==> src/core/back_emf_pkg.sv <==
// Purpose: Shared constants for the back-EMF zero-cross and PWM block
// Assumes: APB with 32-bit data, one aligned word per register
// Notes:   Offsets are byte addresses
package back_emf_pkg;

  // Register byte offsets
  localparam logic [7:0]  OFS_CMP_CTL  = 8'h00;
  localparam logic [7:0]  OFS_COMM_TMR = 8'h04;
  localparam logic [7:0]  OFS_PWM_PER  = 8'h08;
  localparam logic [7:0]  OFS_PWM_DUTY = 8'h0c;
  localparam logic [7:0]  OFS_PWM_CTL  = 8'h10;
  localparam logic [7:0]  OFS_INT_STAT = 8'h14;
  localparam logic [7:0]  OFS_INT_MASK = 8'h18;

  // Comparator control fields
  localparam int          CMP_LIVE_BIT = 0;
  localparam int          CMP_HOLD_BIT = 1;
  localparam int          CMP_SEL_LSB  = 2;
  localparam int          CMP_TEMP_BIT = 4;

  // PWM control fields
  localparam int          DLOW_LSB     = 0;
  localparam int          PWM_EN_BIT   = 2;

  // Interrupt bits
  localparam int          INT_W        = 3;
  localparam int          INT_ZC       = 0;
  localparam int          INT_COMM     = 1;
  localparam int          INT_PWM      = 2;

  // Values after reset
  localparam logic [7:0]  PER_RST      = 8'hff;
  localparam logic [7:0]  DUTY_RST     = 8'h00;
  localparam logic [1:0]  DLOW_RST     = 2'h0;
  localparam logic [15:0] TMR_RST      = 16'h0000;
  localparam logic [1:0]  SEL_RST      = 2'h0;
  localparam logic [2:0]  MASK_RST     = 3'h0;

  // Quarter-rate tick: count advances when the prescaler is at its last step
  localparam logic [1:0]  PRE_LAST     = 2'h3;
  localparam logic [15:0] TMR_LAST     = 16'hffff;

endpackage

==> src/core/pwm_link_if.sv <==
// Purpose: Carries PWM settings and status between register file and generator
// Assumes: Single pclk domain
// Notes:   duty holds the 10-bit on-time
`timescale 1ns/1ns
`default_nettype none
interface pwm_link_if;
  logic [7:0] period;
  logic [9:0] duty;
  logic       en;
  logic       tick;
  logic       period_start;
  logic       pwm_out;
  modport ctl (output period, duty, en, input tick, period_start, pwm_out);
  modport gen (input period, duty, en, output tick, period_start, pwm_out);
endinterface
`default_nettype wire

==> src/core/pwm_gen.sv <==
// Purpose: PWM time base with quarter-rate count and 10-bit duty compare
// Assumes: Settings from the register file through pwm_link_if
// Notes:   Prescaler bits act as the two fine duty bits
`timescale 1ns/1ns
`default_nettype none
module pwm_gen
  import back_emf_pkg::*;
(
  // Clock and reset
  input wire logic pclk,
  input wire logic presetn,
  input wire logic ce,
  // Link to register file
  pwm_link_if.gen  lnk
);

  logic [1:0] pre_r;
  logic [7:0] tb_r;
  logic       out_r;
  logic [8:0] tb_inc;
  logic [9:0] cnt;
  logic       wrap;

  assign tb_inc   = {1'b0, tb_r} + 9'h001;
  assign lnk.tick = lnk.en && (pre_r == PRE_LAST);
  assign wrap     = lnk.tick && (tb_inc == {1'b0, lnk.period});
  assign cnt      = {tb_r, pre_r};
  assign lnk.period_start = wrap;
  assign lnk.pwm_out      = out_r;

  // Prescaler steps every clock while PWM is enabled, so its bits are the fine duty steps
  always_ff @(posedge pclk or negedge presetn) begin
    if (!presetn) begin
      pre_r <= 2'h0;
    end else if (ce) begin
      pre_r <= lnk.en ? pre_r + 2'h1 : 2'h0;
    end
  end

  always_ff @(posedge pclk or negedge presetn) begin
    if (!presetn) begin
      tb_r <= 8'h00;
    end else if (ce) begin
      if (!lnk.en || wrap) begin
        tb_r <= 8'h00;
      end else if (lnk.tick) begin
        tb_r <= tb_inc[7:0];
      end
    end
  end

  // High at period start, low once the 10-bit count meets the duty
  always_ff @(posedge pclk or negedge presetn) begin
    if (!presetn) begin
      out_r <= 1'b0;
    end else if (ce) begin
      if (!lnk.en || cnt == lnk.duty) begin
        out_r <= 1'b0;
      end else if (cnt == 10'h000) begin
        out_r <= 1'b1;
      end
    end
  end
endmodule
`default_nettype wire

==> src/core/back_emf_ctl.sv <==
// Purpose: Zero-cross mismatch capture, commutation timer, PWM registers
// Assumes: APB slave, zero wait states, comparator input synchronous to pclk
// Notes:   Counters tick at one quarter of pclk while PWM is enabled
//
// The implementer's own choices: the APB register port and the address map.
`timescale 1ns/1ns
`default_nettype none

module back_emf_ctl
  import back_emf_pkg::*;
(
  // Clock and reset
  input  wire logic        pclk,
  input  wire logic        presetn,
  input  wire logic        ce,

  // APB slave
  input  wire logic        psel,
  input  wire logic        penable,
  input  wire logic        pwrite,
  input  wire logic [7:0]  paddr,
  input  wire logic [31:0] pwdata,
  output var  logic [31:0] prdata,
  output logic             pready,
  output logic             pslverr,

  // Motor side
  input  wire logic        comp_in,
  output var  logic [1:0]  comp_sel,
  output logic             pwm_out,

  // Interrupt
  output logic             irq
);

  pwm_link_if lnk ();

  logic              acc;
  logic              wr;
  logic              hit;
  logic              cmp_acc;
  logic              tmr_wr;
  logic              comm_ovf;
  logic              mismatch;
  logic [INT_W-1:0]  ev_set;
  logic [INT_W-1:0]  ev_clr;
  logic [31:0]       rdata_nxt;

  logic              temp_r;
  logic              hold_r;
  logic [1:0]        sel_r;
  logic [15:0]       tmr_r;
  logic [7:0]        per_r;
  logic [7:0]        duty_r;
  logic [1:0]        dlow_r;
  logic              en_r;
  logic [INT_W-1:0]  stat_r;
  logic [INT_W-1:0]  mask_r;

  // Bus decode
  assign acc     = psel && penable;
  assign wr      = acc && pwrite;
  assign pready  = 1'b1;

  always_comb begin
    unique case (paddr)
      OFS_CMP_CTL, OFS_COMM_TMR, OFS_PWM_PER, OFS_PWM_DUTY,
      OFS_PWM_CTL, OFS_INT_STAT, OFS_INT_MASK: begin
        hit = 1'b1;
      end
      default: begin
        hit = 1'b0;
      end
    endcase
  end

  assign pslverr = acc && !hit;
  assign cmp_acc = acc && (paddr == OFS_CMP_CTL);
  assign tmr_wr  = wr && (paddr == OFS_COMM_TMR);

  // Mismatch latches
  always_ff @(posedge pclk or negedge presetn) begin
    if (!presetn) begin
      temp_r <= 1'b0;
    end else if (ce) begin
      temp_r <= comp_in;
    end
  end

  // Either direction of access re-arms the holding latch
  always_ff @(posedge pclk or negedge presetn) begin
    if (!presetn) begin
      hold_r <= 1'b0;
    end else if (ce && cmp_acc) begin
      hold_r <= comp_in;
    end
  end

  assign mismatch = hold_r ^ temp_r;

  always_ff @(posedge pclk or negedge presetn) begin
    if (!presetn) begin
      sel_r <= SEL_RST;
    end else if (ce && wr && paddr == OFS_CMP_CTL) begin
      sel_r <= pwdata[CMP_SEL_LSB +: 2];
    end
  end

  assign comp_sel = sel_r;

  // Commutation timer: software presets a negative count
  always_ff @(posedge pclk or negedge presetn) begin
    if (!presetn) begin
      tmr_r <= TMR_RST;
    end else if (ce) begin
      if (tmr_wr) begin
        tmr_r <= pwdata[15:0];
      end else if (lnk.tick) begin
        tmr_r <= tmr_r + 16'h0001;
      end
    end
  end

  assign comm_ovf = lnk.tick && !tmr_wr && (tmr_r == TMR_LAST);

  // PWM settings
  always_ff @(posedge pclk or negedge presetn) begin
    if (!presetn) begin
      per_r <= PER_RST;
    end else if (ce && wr && paddr == OFS_PWM_PER) begin
      per_r <= pwdata[7:0];
    end
  end

  always_ff @(posedge pclk or negedge presetn) begin
    if (!presetn) begin
      duty_r <= DUTY_RST;
    end else if (ce && wr && paddr == OFS_PWM_DUTY) begin
      duty_r <= pwdata[7:0];
    end
  end

  always_ff @(posedge pclk or negedge presetn) begin
    if (!presetn) begin
      dlow_r <= DLOW_RST;
      en_r   <= 1'b0;
    end else if (ce && wr && paddr == OFS_PWM_CTL) begin
      dlow_r <= pwdata[DLOW_LSB +: 2];
      en_r   <= pwdata[PWM_EN_BIT];
    end
  end

  assign lnk.period = per_r;
  assign lnk.duty   = {duty_r, dlow_r};
  assign lnk.en     = en_r;
  assign pwm_out    = lnk.pwm_out;

  pwm_gen u_pwm (
    .pclk    (pclk),
    .presetn (presetn),
    .ce      (ce),
    .lnk     (lnk)
  );

  // Sticky status: a new event wins over a clear in the same cycle
  assign ev_set = {lnk.period_start, comm_ovf, mismatch};

  always_comb begin
    ev_clr = '0;
    if (wr && paddr == OFS_INT_STAT) begin
      ev_clr = pwdata[INT_W-1:0];
    end
  end

  always_ff @(posedge pclk or negedge presetn) begin
    if (!presetn) begin
      stat_r <= '0;
    end else if (ce) begin
      stat_r <= (stat_r & ~ev_clr) | ev_set;
    end
  end

  always_ff @(posedge pclk or negedge presetn) begin
    if (!presetn) begin
      mask_r <= MASK_RST;
    end else if (ce && wr && paddr == OFS_INT_MASK) begin
      mask_r <= pwdata[INT_W-1:0];
    end
  end

  assign irq = |(stat_r & mask_r);

  // Read data
  always_comb begin
    rdata_nxt = 32'h0000_0000;
    unique case (paddr)
      OFS_CMP_CTL: begin
        rdata_nxt[CMP_LIVE_BIT]          = comp_in;
        rdata_nxt[CMP_HOLD_BIT]          = hold_r;
        rdata_nxt[CMP_SEL_LSB +: 2]      = sel_r;
        rdata_nxt[CMP_TEMP_BIT]          = temp_r;
      end
      OFS_COMM_TMR: begin
        rdata_nxt[15:0] = tmr_r;
      end
      OFS_PWM_PER: begin
        rdata_nxt[7:0] = per_r;
      end
      OFS_PWM_DUTY: begin
        rdata_nxt[7:0] = duty_r;
      end
      OFS_PWM_CTL: begin
        rdata_nxt[DLOW_LSB +: 2] = dlow_r;
        rdata_nxt[PWM_EN_BIT]    = en_r;
      end
      OFS_INT_STAT: begin
        rdata_nxt[INT_W-1:0] = stat_r;
      end
      OFS_INT_MASK: begin
        rdata_nxt[INT_W-1:0] = mask_r;
      end
      default: begin
        rdata_nxt = 32'h0000_0000;
      end
    endcase
  end

  // Read data is captured in the setup cycle and held through access
  always_ff @(posedge pclk or negedge presetn) begin
    if (!presetn) begin
      prdata <= 32'h0000_0000;
    end else if (ce && psel && !penable) begin
      prdata <= rdata_nxt;
    end
  end
endmodule
`default_nettype wire

==> config.mk <==
export PLATFORM = sky130hd
export DESIGN_NAME = back_emf_ctl
export DESIGN_NICKNAME = d
export VERILOG_FILES = /design/src/core/back_emf_pkg.sv /design/src/core/pwm_link_if.sv /design/src/core/pwm_gen.sv /design/src/core/back_emf_ctl.sv
export SDC_FILE = /design/constraint.sdc
export NUM_CORES = 1
export LEC_CHECK = 0
export BUFFER_PORTS_ARGS = -buffer_cell sky130_fd_sc_hd__buf_4
export CORE_MARGIN = 8
export CORE_UTILIZATION = 40
export DETAILED_ROUTE_END_ITERATION = 6
export SLEW_MARGIN = 20
export SYNTH_ARGS = -nofsm -noshare
export SYNTH_HDL_FRONTEND = slang
export SYNTH_SLANG_ARGS = --single-unit
==> constraint.sdc <==
create_clock -name pclk -period 4.64 [get_ports pclk]
set_input_delay 0.928 -clock pclk [delete_from_list [all_inputs] [get_ports pclk]]
set_output_delay 0.928 -clock pclk [all_outputs]
set_load 0.01 [all_outputs]
==> results.tsv, run 1 <==
stage	metric	value	unit
synthesis	muxShareOfSynthArea	9.46	%
synthesis	synthAdderAreaFrac	1.44	%
global_routing	grt_pass1_vias	3447	
floorplan	initial_core_util	40.5	%
pwr	cellPowerDensity	274	nW/um2
critical_path	critPathKind	input pin to flip-flop	
critical_path	worstRegToRegCells	6	
sta	period_share	66.7	%
critical_path	slowest_delay	0.80	ns
sta	tightest_slew	0.965	ns
global_routing	overflow	0	
clock_tree	cts_tree	built	
global_routing	grt_antenna_before_repair	0	
clock_tree	clk_latency	0.35	ns
synthesis	yosys_warnings	0	
clock_tree	post_cts_buffers	0	
sta	setup_tns	0	ns
layout	fillers	1047	
critical_path	worstPathArrival	3.37	ns
sta	finalHoldViolCount	0	
critical_path	critical-path-slowest-cell	a21boi_1	
drt	vias_per_cell	5.69	
drt	firstDrtPassIters	5	
synthesis	synth_seq_cells	72	
synthesis	synth-compound-area-share	17.8	%
synthesis	synth_edf_count	0	
layout	nets	529	
floorplan	num_rows	38	
synthesis	synth_top_area_cell	dfrtp_1	
synthesis	synth_top_area_share	36.8	%
clock_tree	hold_buffers	0	
clock_tree	cts-resized-gates	0	
clock_tree	clk_path_buf_depth	2	
drt	drc	0	
pwr	ir_worst_vdd	124	uV
run	maxCapViolations	0	
synthesis	synth_cell_types	63	
clock_tree	path_clk_slew	0.08	ns
layout	register_area	1810	um2
critical_path	startpoint	paddr[2]	
layout	antenna_cells	0	
critical_path	worst_setup_path_start_kind	input pin	
sta	min_period	3.09	ns
critical_path	path_cells	buf_4 -> nor4b_2 -> nand3_1 -> buf_4 -> a21boi_1 -> o21ai_0 -> mux2i_1	
clock_tree	htreeDepth	3	
floorplan	core	10700	um2
layout	multi_input_area	2260	um2
layout	drive_gt1_share	20.7	%
synthesis	synth_cells	445	
clock_tree	clock_sinks	72	
placement	gp_congestion	0.850	
pwr	p_leak	0.00221	uW
drt	routedWlPerCell	18.4	um
layout	synthToLayoutAreaGrowth	14.0	%
synthesis	async_reset_ff_share	100	%
synthesis	postSynthAreaPerCell	9.77	um2
global_routing	grt_util_all_layers	15.9	%
critical_path	r2r_setup_slack	1.94	ns
floorplan	die_h	120	um
synthesis	post_synth_and_or_nand_nor_area_fraction	16.2	%
critical_path	endpoint_kind	flip-flop	
layout	post_layout_nonfiller_instances	622	
clock_tree	cts_buffers	9	
synthesis	synthXorXnorAreaFrac	5.70	%
critical_path	worstReg2RegEnd	u_pwm.tb_r[6]$_DFFE_PN0P_	
worst_hold_path	hold_class	flip-flop to flip-flop	
sta	finalSetupViolCount	0	
worst_hold_path	hp-start	prdata[6]$_DFFE_PN0P_	
drt	postRouteAntennaNets	0	
clock_tree	cts_root_buf	clkbuf_8	
drt	drt_iter0_drc	401	
global_routing	grt_max_degree	73	
floorplan	die_area	14500	um2
critical_path	crit_required	4.92	ns
floorplan	io_pins	85	
placement	portBuffers	51	
sta	rsz0062_at_grt	false	
global_routing	grt_pass1_wl	18.5	mm
sta	relSlewSlack	35.5	%
drt	routed_wl	11.4	mm
sta	skew	0.00876	ns
synthesis	syn_area	4350	um2
placement	dp.cells	606	
synthesis	synth_top_family_by_area	compound AO/OA/AOI/OAI gates	
synthesis	ys_top_cells_by_area	dfrtp_1 (37%), dfstp_2 (4.8%), mux2_1 (4.7%)	
critical_path	r2r-start	u_pwm.tb_r[0]$_DFFE_PN0P_	
floorplan	die_w	120	um
synthesis	ys_seq_area_share	41.7	%
critical_path	critPathMaxFanout	30	
outcome	status	finished, final reports clean	
sta	fmax	323	MHz
critical_path	cp-endpoint	tmr_r[0]$_DFFE_PN0P_	
sta	maxSlewViolCount	0	
critical_path	cp_common_cell	buf_4	
drt	vias	3541	
synthesis	synthFlopType	dfrtp_1	
placement	dp.final_hpwl	8.21	mm
-- state kept, by name, summed over array words and instances (netlist names), 2 cells and up --
name	count
duty_r	8
lnk.period	8
tmr_r	16
mask_r	3
prdata	16
comp_sel	2
dlow_r	2
u_pwm.pre_r	2
u_pwm.tb_r	8
stat_r	3
-- synth_stat cells (all sizes together) (2+ instances only) --
cell,number
a211oi,4
a21oi,25
a22o,11
a22oi,7
a2bb2oi,7
a31oi,3
a32oi,4
a41oi,2
and3,10
and4,5
buf,25
clkbuf,22
conb,2
dfrtp,64
dfstp,8
ha,5
inv,14
mux2,31
mux2i,4
nand2,32
nand3,25
nand4,12
nor2,20
nor2b,3
nor3,9
nor3b,2
nor4,2
o21ai,29
o22a,2
o22ai,4
o31ai,6
or3,4
xnor2,16
xor2,7
-- metrics by stage --
| stage | hold slack (ns) | power, uW | utilization (%) | setup slack, ns | cell area, um2 |
|---|---|---|---|---|---|
| after floorplan | 0.480 | 701 | - | 1.68 | 4410 |
| after global placement | 0.471 | 740 | 43.8 | 1.21 | 4700 |
| after global routing | 0.515 | 1410 | 46.1 | 1.23 | 4960 |
| after detailed placement | 0.469 | 741 | 43.8 | 1.18 | 4700 |
| final | 0.482 | 1360 | 46.1 | 1.55 | 4960 |
| after CTS | 0.486 | 1370 | 46.1 | 1.52 | 4960 |
-- cell usage in the layout (no fill, tap or decap), types with 4 or more instances in the layout --
cell type,instances
dfrtp_1,64
nand3_1,24
o31ai_1,6
a22o_1,11
and4_1,5
mux2_2,13
inv_1,13
a32oi_1,4
nand4_1,12
mux2i_1,4
clkbuf_8,11
nor3_1,8
mux2_1,18
a2bb2oi_1,7
nand2_1,32
or3_1,4
conb_1,17
and3_1,10
a21oi_1,25
ha_1,5
o22ai_1,4
o21ai_1,18
xnor2_1,16
dfstp_2,8
nor2_1,20
a211oi_1,4
o21ai_0,11
a22oi_1,7
xor2_1,7
buf_4,53
-- where the power goes --
group | internal [uW] | switching (uW) | leakage, uW | total, uW
registers | 633 | 5.65 | 0.000957 | 639
clock network | 386 | 241 | 0.000126 | 627
logic | 32.7 | 57.5 | 0.00113 | 90.2
total | 1050 | 304 | 0.00221 | 1360
-- how the worst min path moves through the flow --
stage / cells past startpoint / slack [ns] / to
final: 2 / 0.48 / prdata[6]$_DFFE_PN0P_
after global routing: 2 / 0.52 / prdata[4]$_DFFE_PN0P_
after CTS: 2 / 0.49 / prdata[6]$_DFFE_PN0P_
after detailed placement: 2 / 0.47 / prdata[6]$_DFFE_PN0P_
after global placement: 2 / 0.47 / prdata[0]$_DFFE_PN0P_
after floorplan: 1 / 0.48 / mask_r[0]$_DFFE_PN0P_
-- kinds of logic after synthesis --
logic type	after synthesis
other	2
buffers and inverters	61
muxes	36
AOI/OAI and AO/OA	114
and+or+nand+nor	130
DFF	72
xor gates and xnor gates	25
adders and majority gates	5
-- layer usage --
layer | routed length (um) | share of wire [%] | up-vias | track usage [%]
met2 | 5510 | 48 | 116 | 25.1
met3 | 660 | 5.8 | 11 | 3.03
li1 | - | - | 1667 | -
met4 | 131 | 1.1 | 0 | 5.23
met1 | 5110 | 45 | 1747 | 21.5
met5 | 0 | 0 | - | 0
-- critical path: cells and delay by family --
| family | cells | cell delay, ns |
|---|---|---|
| AOI/OAI and AO/OA | 2 | 1.02 |
| and+or+nand+nor | 2 | 0.77 |
| muxes | 1 | 0.17 |
| buffers and inverters | 2 | 0.47 |
-- layout make-up --
class | count | area share (%)
clock inverter | 5 | 2.07
clock buffer | 11 | 3.05
inverter | 14 | 1.06
timing repair buffer | 53 | 8.03
tap | 140 | 3.53
sequential | 72 | 36.6
multi-input combinational | 327 | 45.7
Note: power is estimated with default switching activity, not from simulation.
==> run 2, diff against run 1 <==
--- a/config.mk
+++ b/config.mk
@@ -5,6 +5,7 @@
 export SDC_FILE = /design/constraint.sdc
 export NUM_CORES = 1
 export LEC_CHECK = 0
+export ABC_AREA = 1
 export BUFFER_PORTS_ARGS = -buffer_cell sky130_fd_sc_hd__buf_4
 export CORE_MARGIN = 8
 export CORE_UTILIZATION = 40
==> constraint.sdc (replaced) <==
create_clock -name pclk -period 3.2 [get_ports pclk]
set_input_delay 0.64 -clock pclk [delete_from_list [all_inputs] [get_ports pclk]]
set_output_delay 0.64 -clock pclk [all_outputs]
set_load 0.01 [all_outputs]
==> run 2 against run 1 <==
Effect of this change:
- synthesized area grew 0.26%
- combinational power grew 36%
- critical path depth shrank 1
- largest cell class unchanged
- highest routed layer unchanged
- global-route usage grew 1.3 points
==> results.tsv, run 2 <==
stage	metric	value	unit	change
synthesis	syn_area	4360	um2	+0.26%
synthesis	ys_seq_area_share	41.5	%	-0.11 points
global_routing	grt_max_degree	73		unchanged
clock_tree	cts_tree	built		
floorplan	die_area	14500	um2	+0.22%
global_routing	grt_util_all_layers	17.3	%	+1.3 points
critical_path	r2r_setup_slack	1.17	ns	-0.77 ns
sta	maxSlewViolCount	0		unchanged
critical_path	crit_required	2.56	ns	-2.36 ns
layout	largestRegisters	prdata: 16 flops, tmr_r: 16 flops		
synthesis	synth_top_area_share	36.7	%	-0.095 points
synthesis	postSynthAreaPerCell	7.28	um2	-26%
sta	tightest_slew	0.935	ns	-0.0299 ns
floorplan	io_pins	85		unchanged
global_routing	use_met1	21.5	%	-0.061 points
global_routing	grt_pass1_wl	20.0	mm	+8.3%
layout	drive_gt1_share	15.3	%	-5.4 points
outcome	status	finished, final reports clean		
drt	vias	3972		+12%
placement	dp_slack	0.903	ns	-0.272 ns
drt	firstDrtPassIters	5		unchanged
drt	drt_iter0_drc	315		-21%
layout	nets	699		+32%
sta	finalHoldViolCount	0		unchanged
sta	fmax	468	MHz	
sta	rsz0062_at_grt	false		
floorplan	die_h	120	um	+0.11%
clock_tree	clk_latency	0.36	ns	about the same
worst_hold_path	hold_class	input pin to asynchronous set/reset pin		
layout	synthToLayoutAreaGrowth	14.3	%	
global_routing	grt_antenna_before_repair	0		unchanged
critical_path	worstReg2RegEnd	u_pwm.tb_r[2]$_DFFE_PN0P_		
sta	relSlewSlack	37.7	%	+2.1 points
global_routing	grt.met2_usage	28.6	%	+3.5 points
sta	setup_tns	0	ns	unchanged
global_routing	grt_busiest_layer	met2		
clock_tree	cts_buffers	9		unchanged
sta	finalSetupViolCount	0		unchanged
floorplan	die_w	120	um	+0.11%
sta	layout_setup_ws	1.06	ns	-0.483 ns
synthesis	async_reset_ff_share	100	%	unchanged
layout	fillers	1114		+6.4%
clock_tree	htreeDepth	3		unchanged
global_routing	grt_use_met3	3.22	%	+0.19 points
critical_path	worstRegToRegCells	11		+5
layout	mostFrequentLayoutCell	nand2_1		
clock_tree	clk_path_buf_depth	2		unchanged
synthesis	synth_edf_count	0		unchanged
clock_tree	post_cts_buffers	0		unchanged
pwr	p_leak	0.00246	uW	+11%
critical_path	startpoint	paddr[5]		
clock_tree	cts-resized-gates	0		unchanged
floorplan	num_rows	38		unchanged
layout	register_area	1810	um2	unchanged
drt	drc	0		unchanged
placement	gp_congestion	0.891		+4.8%
pwr	cellPowerDensity	372	nW/um2	+36%
clock_tree	cts_root_buf	clkbuf_8		
synthesis	synth_top_area_cell	dfrtp_1		
critical_path	endpoint_kind	primary output		
synthesis	synth_cells	599		+35%
pwr	ir_worst_vdd	197	uV	+59%
global_routing	grt_pass1_vias	3981		+15%
synthesis	synth_seq_cells	72		unchanged
synthesis	synthFlopType	dfrtp_1		
placement	portBuffers	51		unchanged
layout	antenna_cells	0		unchanged
clock_tree	hold_buffers	0		unchanged
critical_path	worst_setup_path_start_kind	input pin		
drt	routed_wl	11.8	mm	+3.1%
floorplan	core	10700	um2	unchanged
layout	final_cell_mix	nand2_1 (186), o21ai_0 (71), inv_1 (70)		
synthesis	synth_cell_types	41		-35%
critical_path	worstPathArrival	1.50	ns	-1.87 ns
layout	multi_input_area	2120	um2	-6.5%
sta	skew	0.0139	ns	+0.00512 ns
floorplan	initial_core_util	40.6	%	+0.10 points
clock_tree	clock_sinks	72		unchanged
critical_path	cp-endpoint	pslverr		
critical_path	critPathMaxFanout	2		-93%
clock_tree	path_clk_slew	0.08	ns	about the same
synthesis	yosysMostFrequentCell	nand2_1		
critical_path	critPathKind	input pin to primary output		
drt	routedWlPerCell	14.9	um	-19%
synthesis	ys_top_cells_by_area	dfrtp_1 (37%), nand2_1 (16%), o21ai_0 (8.1%)		
synthesis	yosys_warnings	0		unchanged
synthesis	yosys-top-cells-count	nand2_1 (186), o21ai_0 (71), inv_1 (70)		
global_routing	overflow	0		unchanged
run	maxCapViolations	0		unchanged
drt	vias_per_cell	5.02		-12%
sta	min_period	2.14	ns	
drt	postRouteAntennaNets	0		unchanged
critical_path	r2r-start	u_pwm.tb_r[0]$_DFFE_PN0P_		
placement	dp.final_hpwl	8.77	mm	+6.7%
sta	period_share	66.8	%	
## run 2: metal layers
metal / vias to the layer above / part of all wire [%]
li1: 2000 / -
met1: 1850 / 45
met2: 102 / 48
met3: 20 / 5.2
met4: 0 / 2.1
met5: - / 0
## run 2: report_power, final
| part | switching [uW] | internal, uW |
|---|---|---|
| Combinational | 82.6 | 40.6 |
| Sequential | 6.84 | 918 |
| Clock | 367 | 437 |
| Total | 457 | 1400 |
## run 2: worst min path at each step
stage                                     start  slack (ns)                   endpoint
after floorplan                         presetn        0.34    comp_sel[0]$_DFFE_PN0P_
after global placement    prdata[3]$_DFFE_PN0P_        0.47      prdata[3]$_DFFE_PN0P_
after detailed placement  mask_r[1]$_DFFE_PN0P_        0.47      mask_r[1]$_DFFE_PN0P_
after CTS                               presetn        0.45  u_pwm.tb_r[0]$_DFFE_PN0P_
after global routing                    presetn        0.51  u_pwm.tb_r[2]$_DFFE_PN0P_
final                                   presetn        0.41  u_pwm.tb_r[4]$_DFFE_PN0P_
## run 2: kinds of logic after synthesis
group / share of synthesized area, %
other: 0.172
AND/OR/NAND/NOR: 29.5
XOR/XNOR: 1.00
adder cells (fa/ha/maj): 1.43
AO/OA/AOI/OAI: 15.2
buffers and inverters: 11.2
flip-flops: 41.5
## run 2: worst max-delay path: stages
cell      delay (ns)
buf_4           0.11
nor2_1          0.13
nand2_1         0.12
a311oi_1        0.28
nor2_1          0.07
buf_4           0.15
## run 2: metrics by stage
| stage | instances | area (um2) | total power (uW) | hold slack (ns) | utilization (%) |
|---|---|---|---|---|---|
| final | 792 | 4980 | 1850 | 0.415 | 46.4 |
| after floorplan | 614 | 4420 | 1010 | 0.344 | - |
| after global routing | 792 | 4980 | 1920 | 0.506 | 46.4 |
| after global placement | 776 | 4770 | 1060 | 0.472 | 44.4 |
| after detailed placement | 776 | 4770 | 1070 | 0.475 | 44.4 |
| after CTS | 792 | 4980 | 1870 | 0.455 | 46.4 |
## run 2: area by class of cell
cell class                      instances  area share [%]
Sequential cell                        72            36.4
Clock inverter                          6            1.68
Clock buffer                           10            2.56
Timing Repair Buffer                   53            7.98
Tap cell                              140            3.51
Multi-Input combinational cell        439            42.5
Inverter                               72            5.42
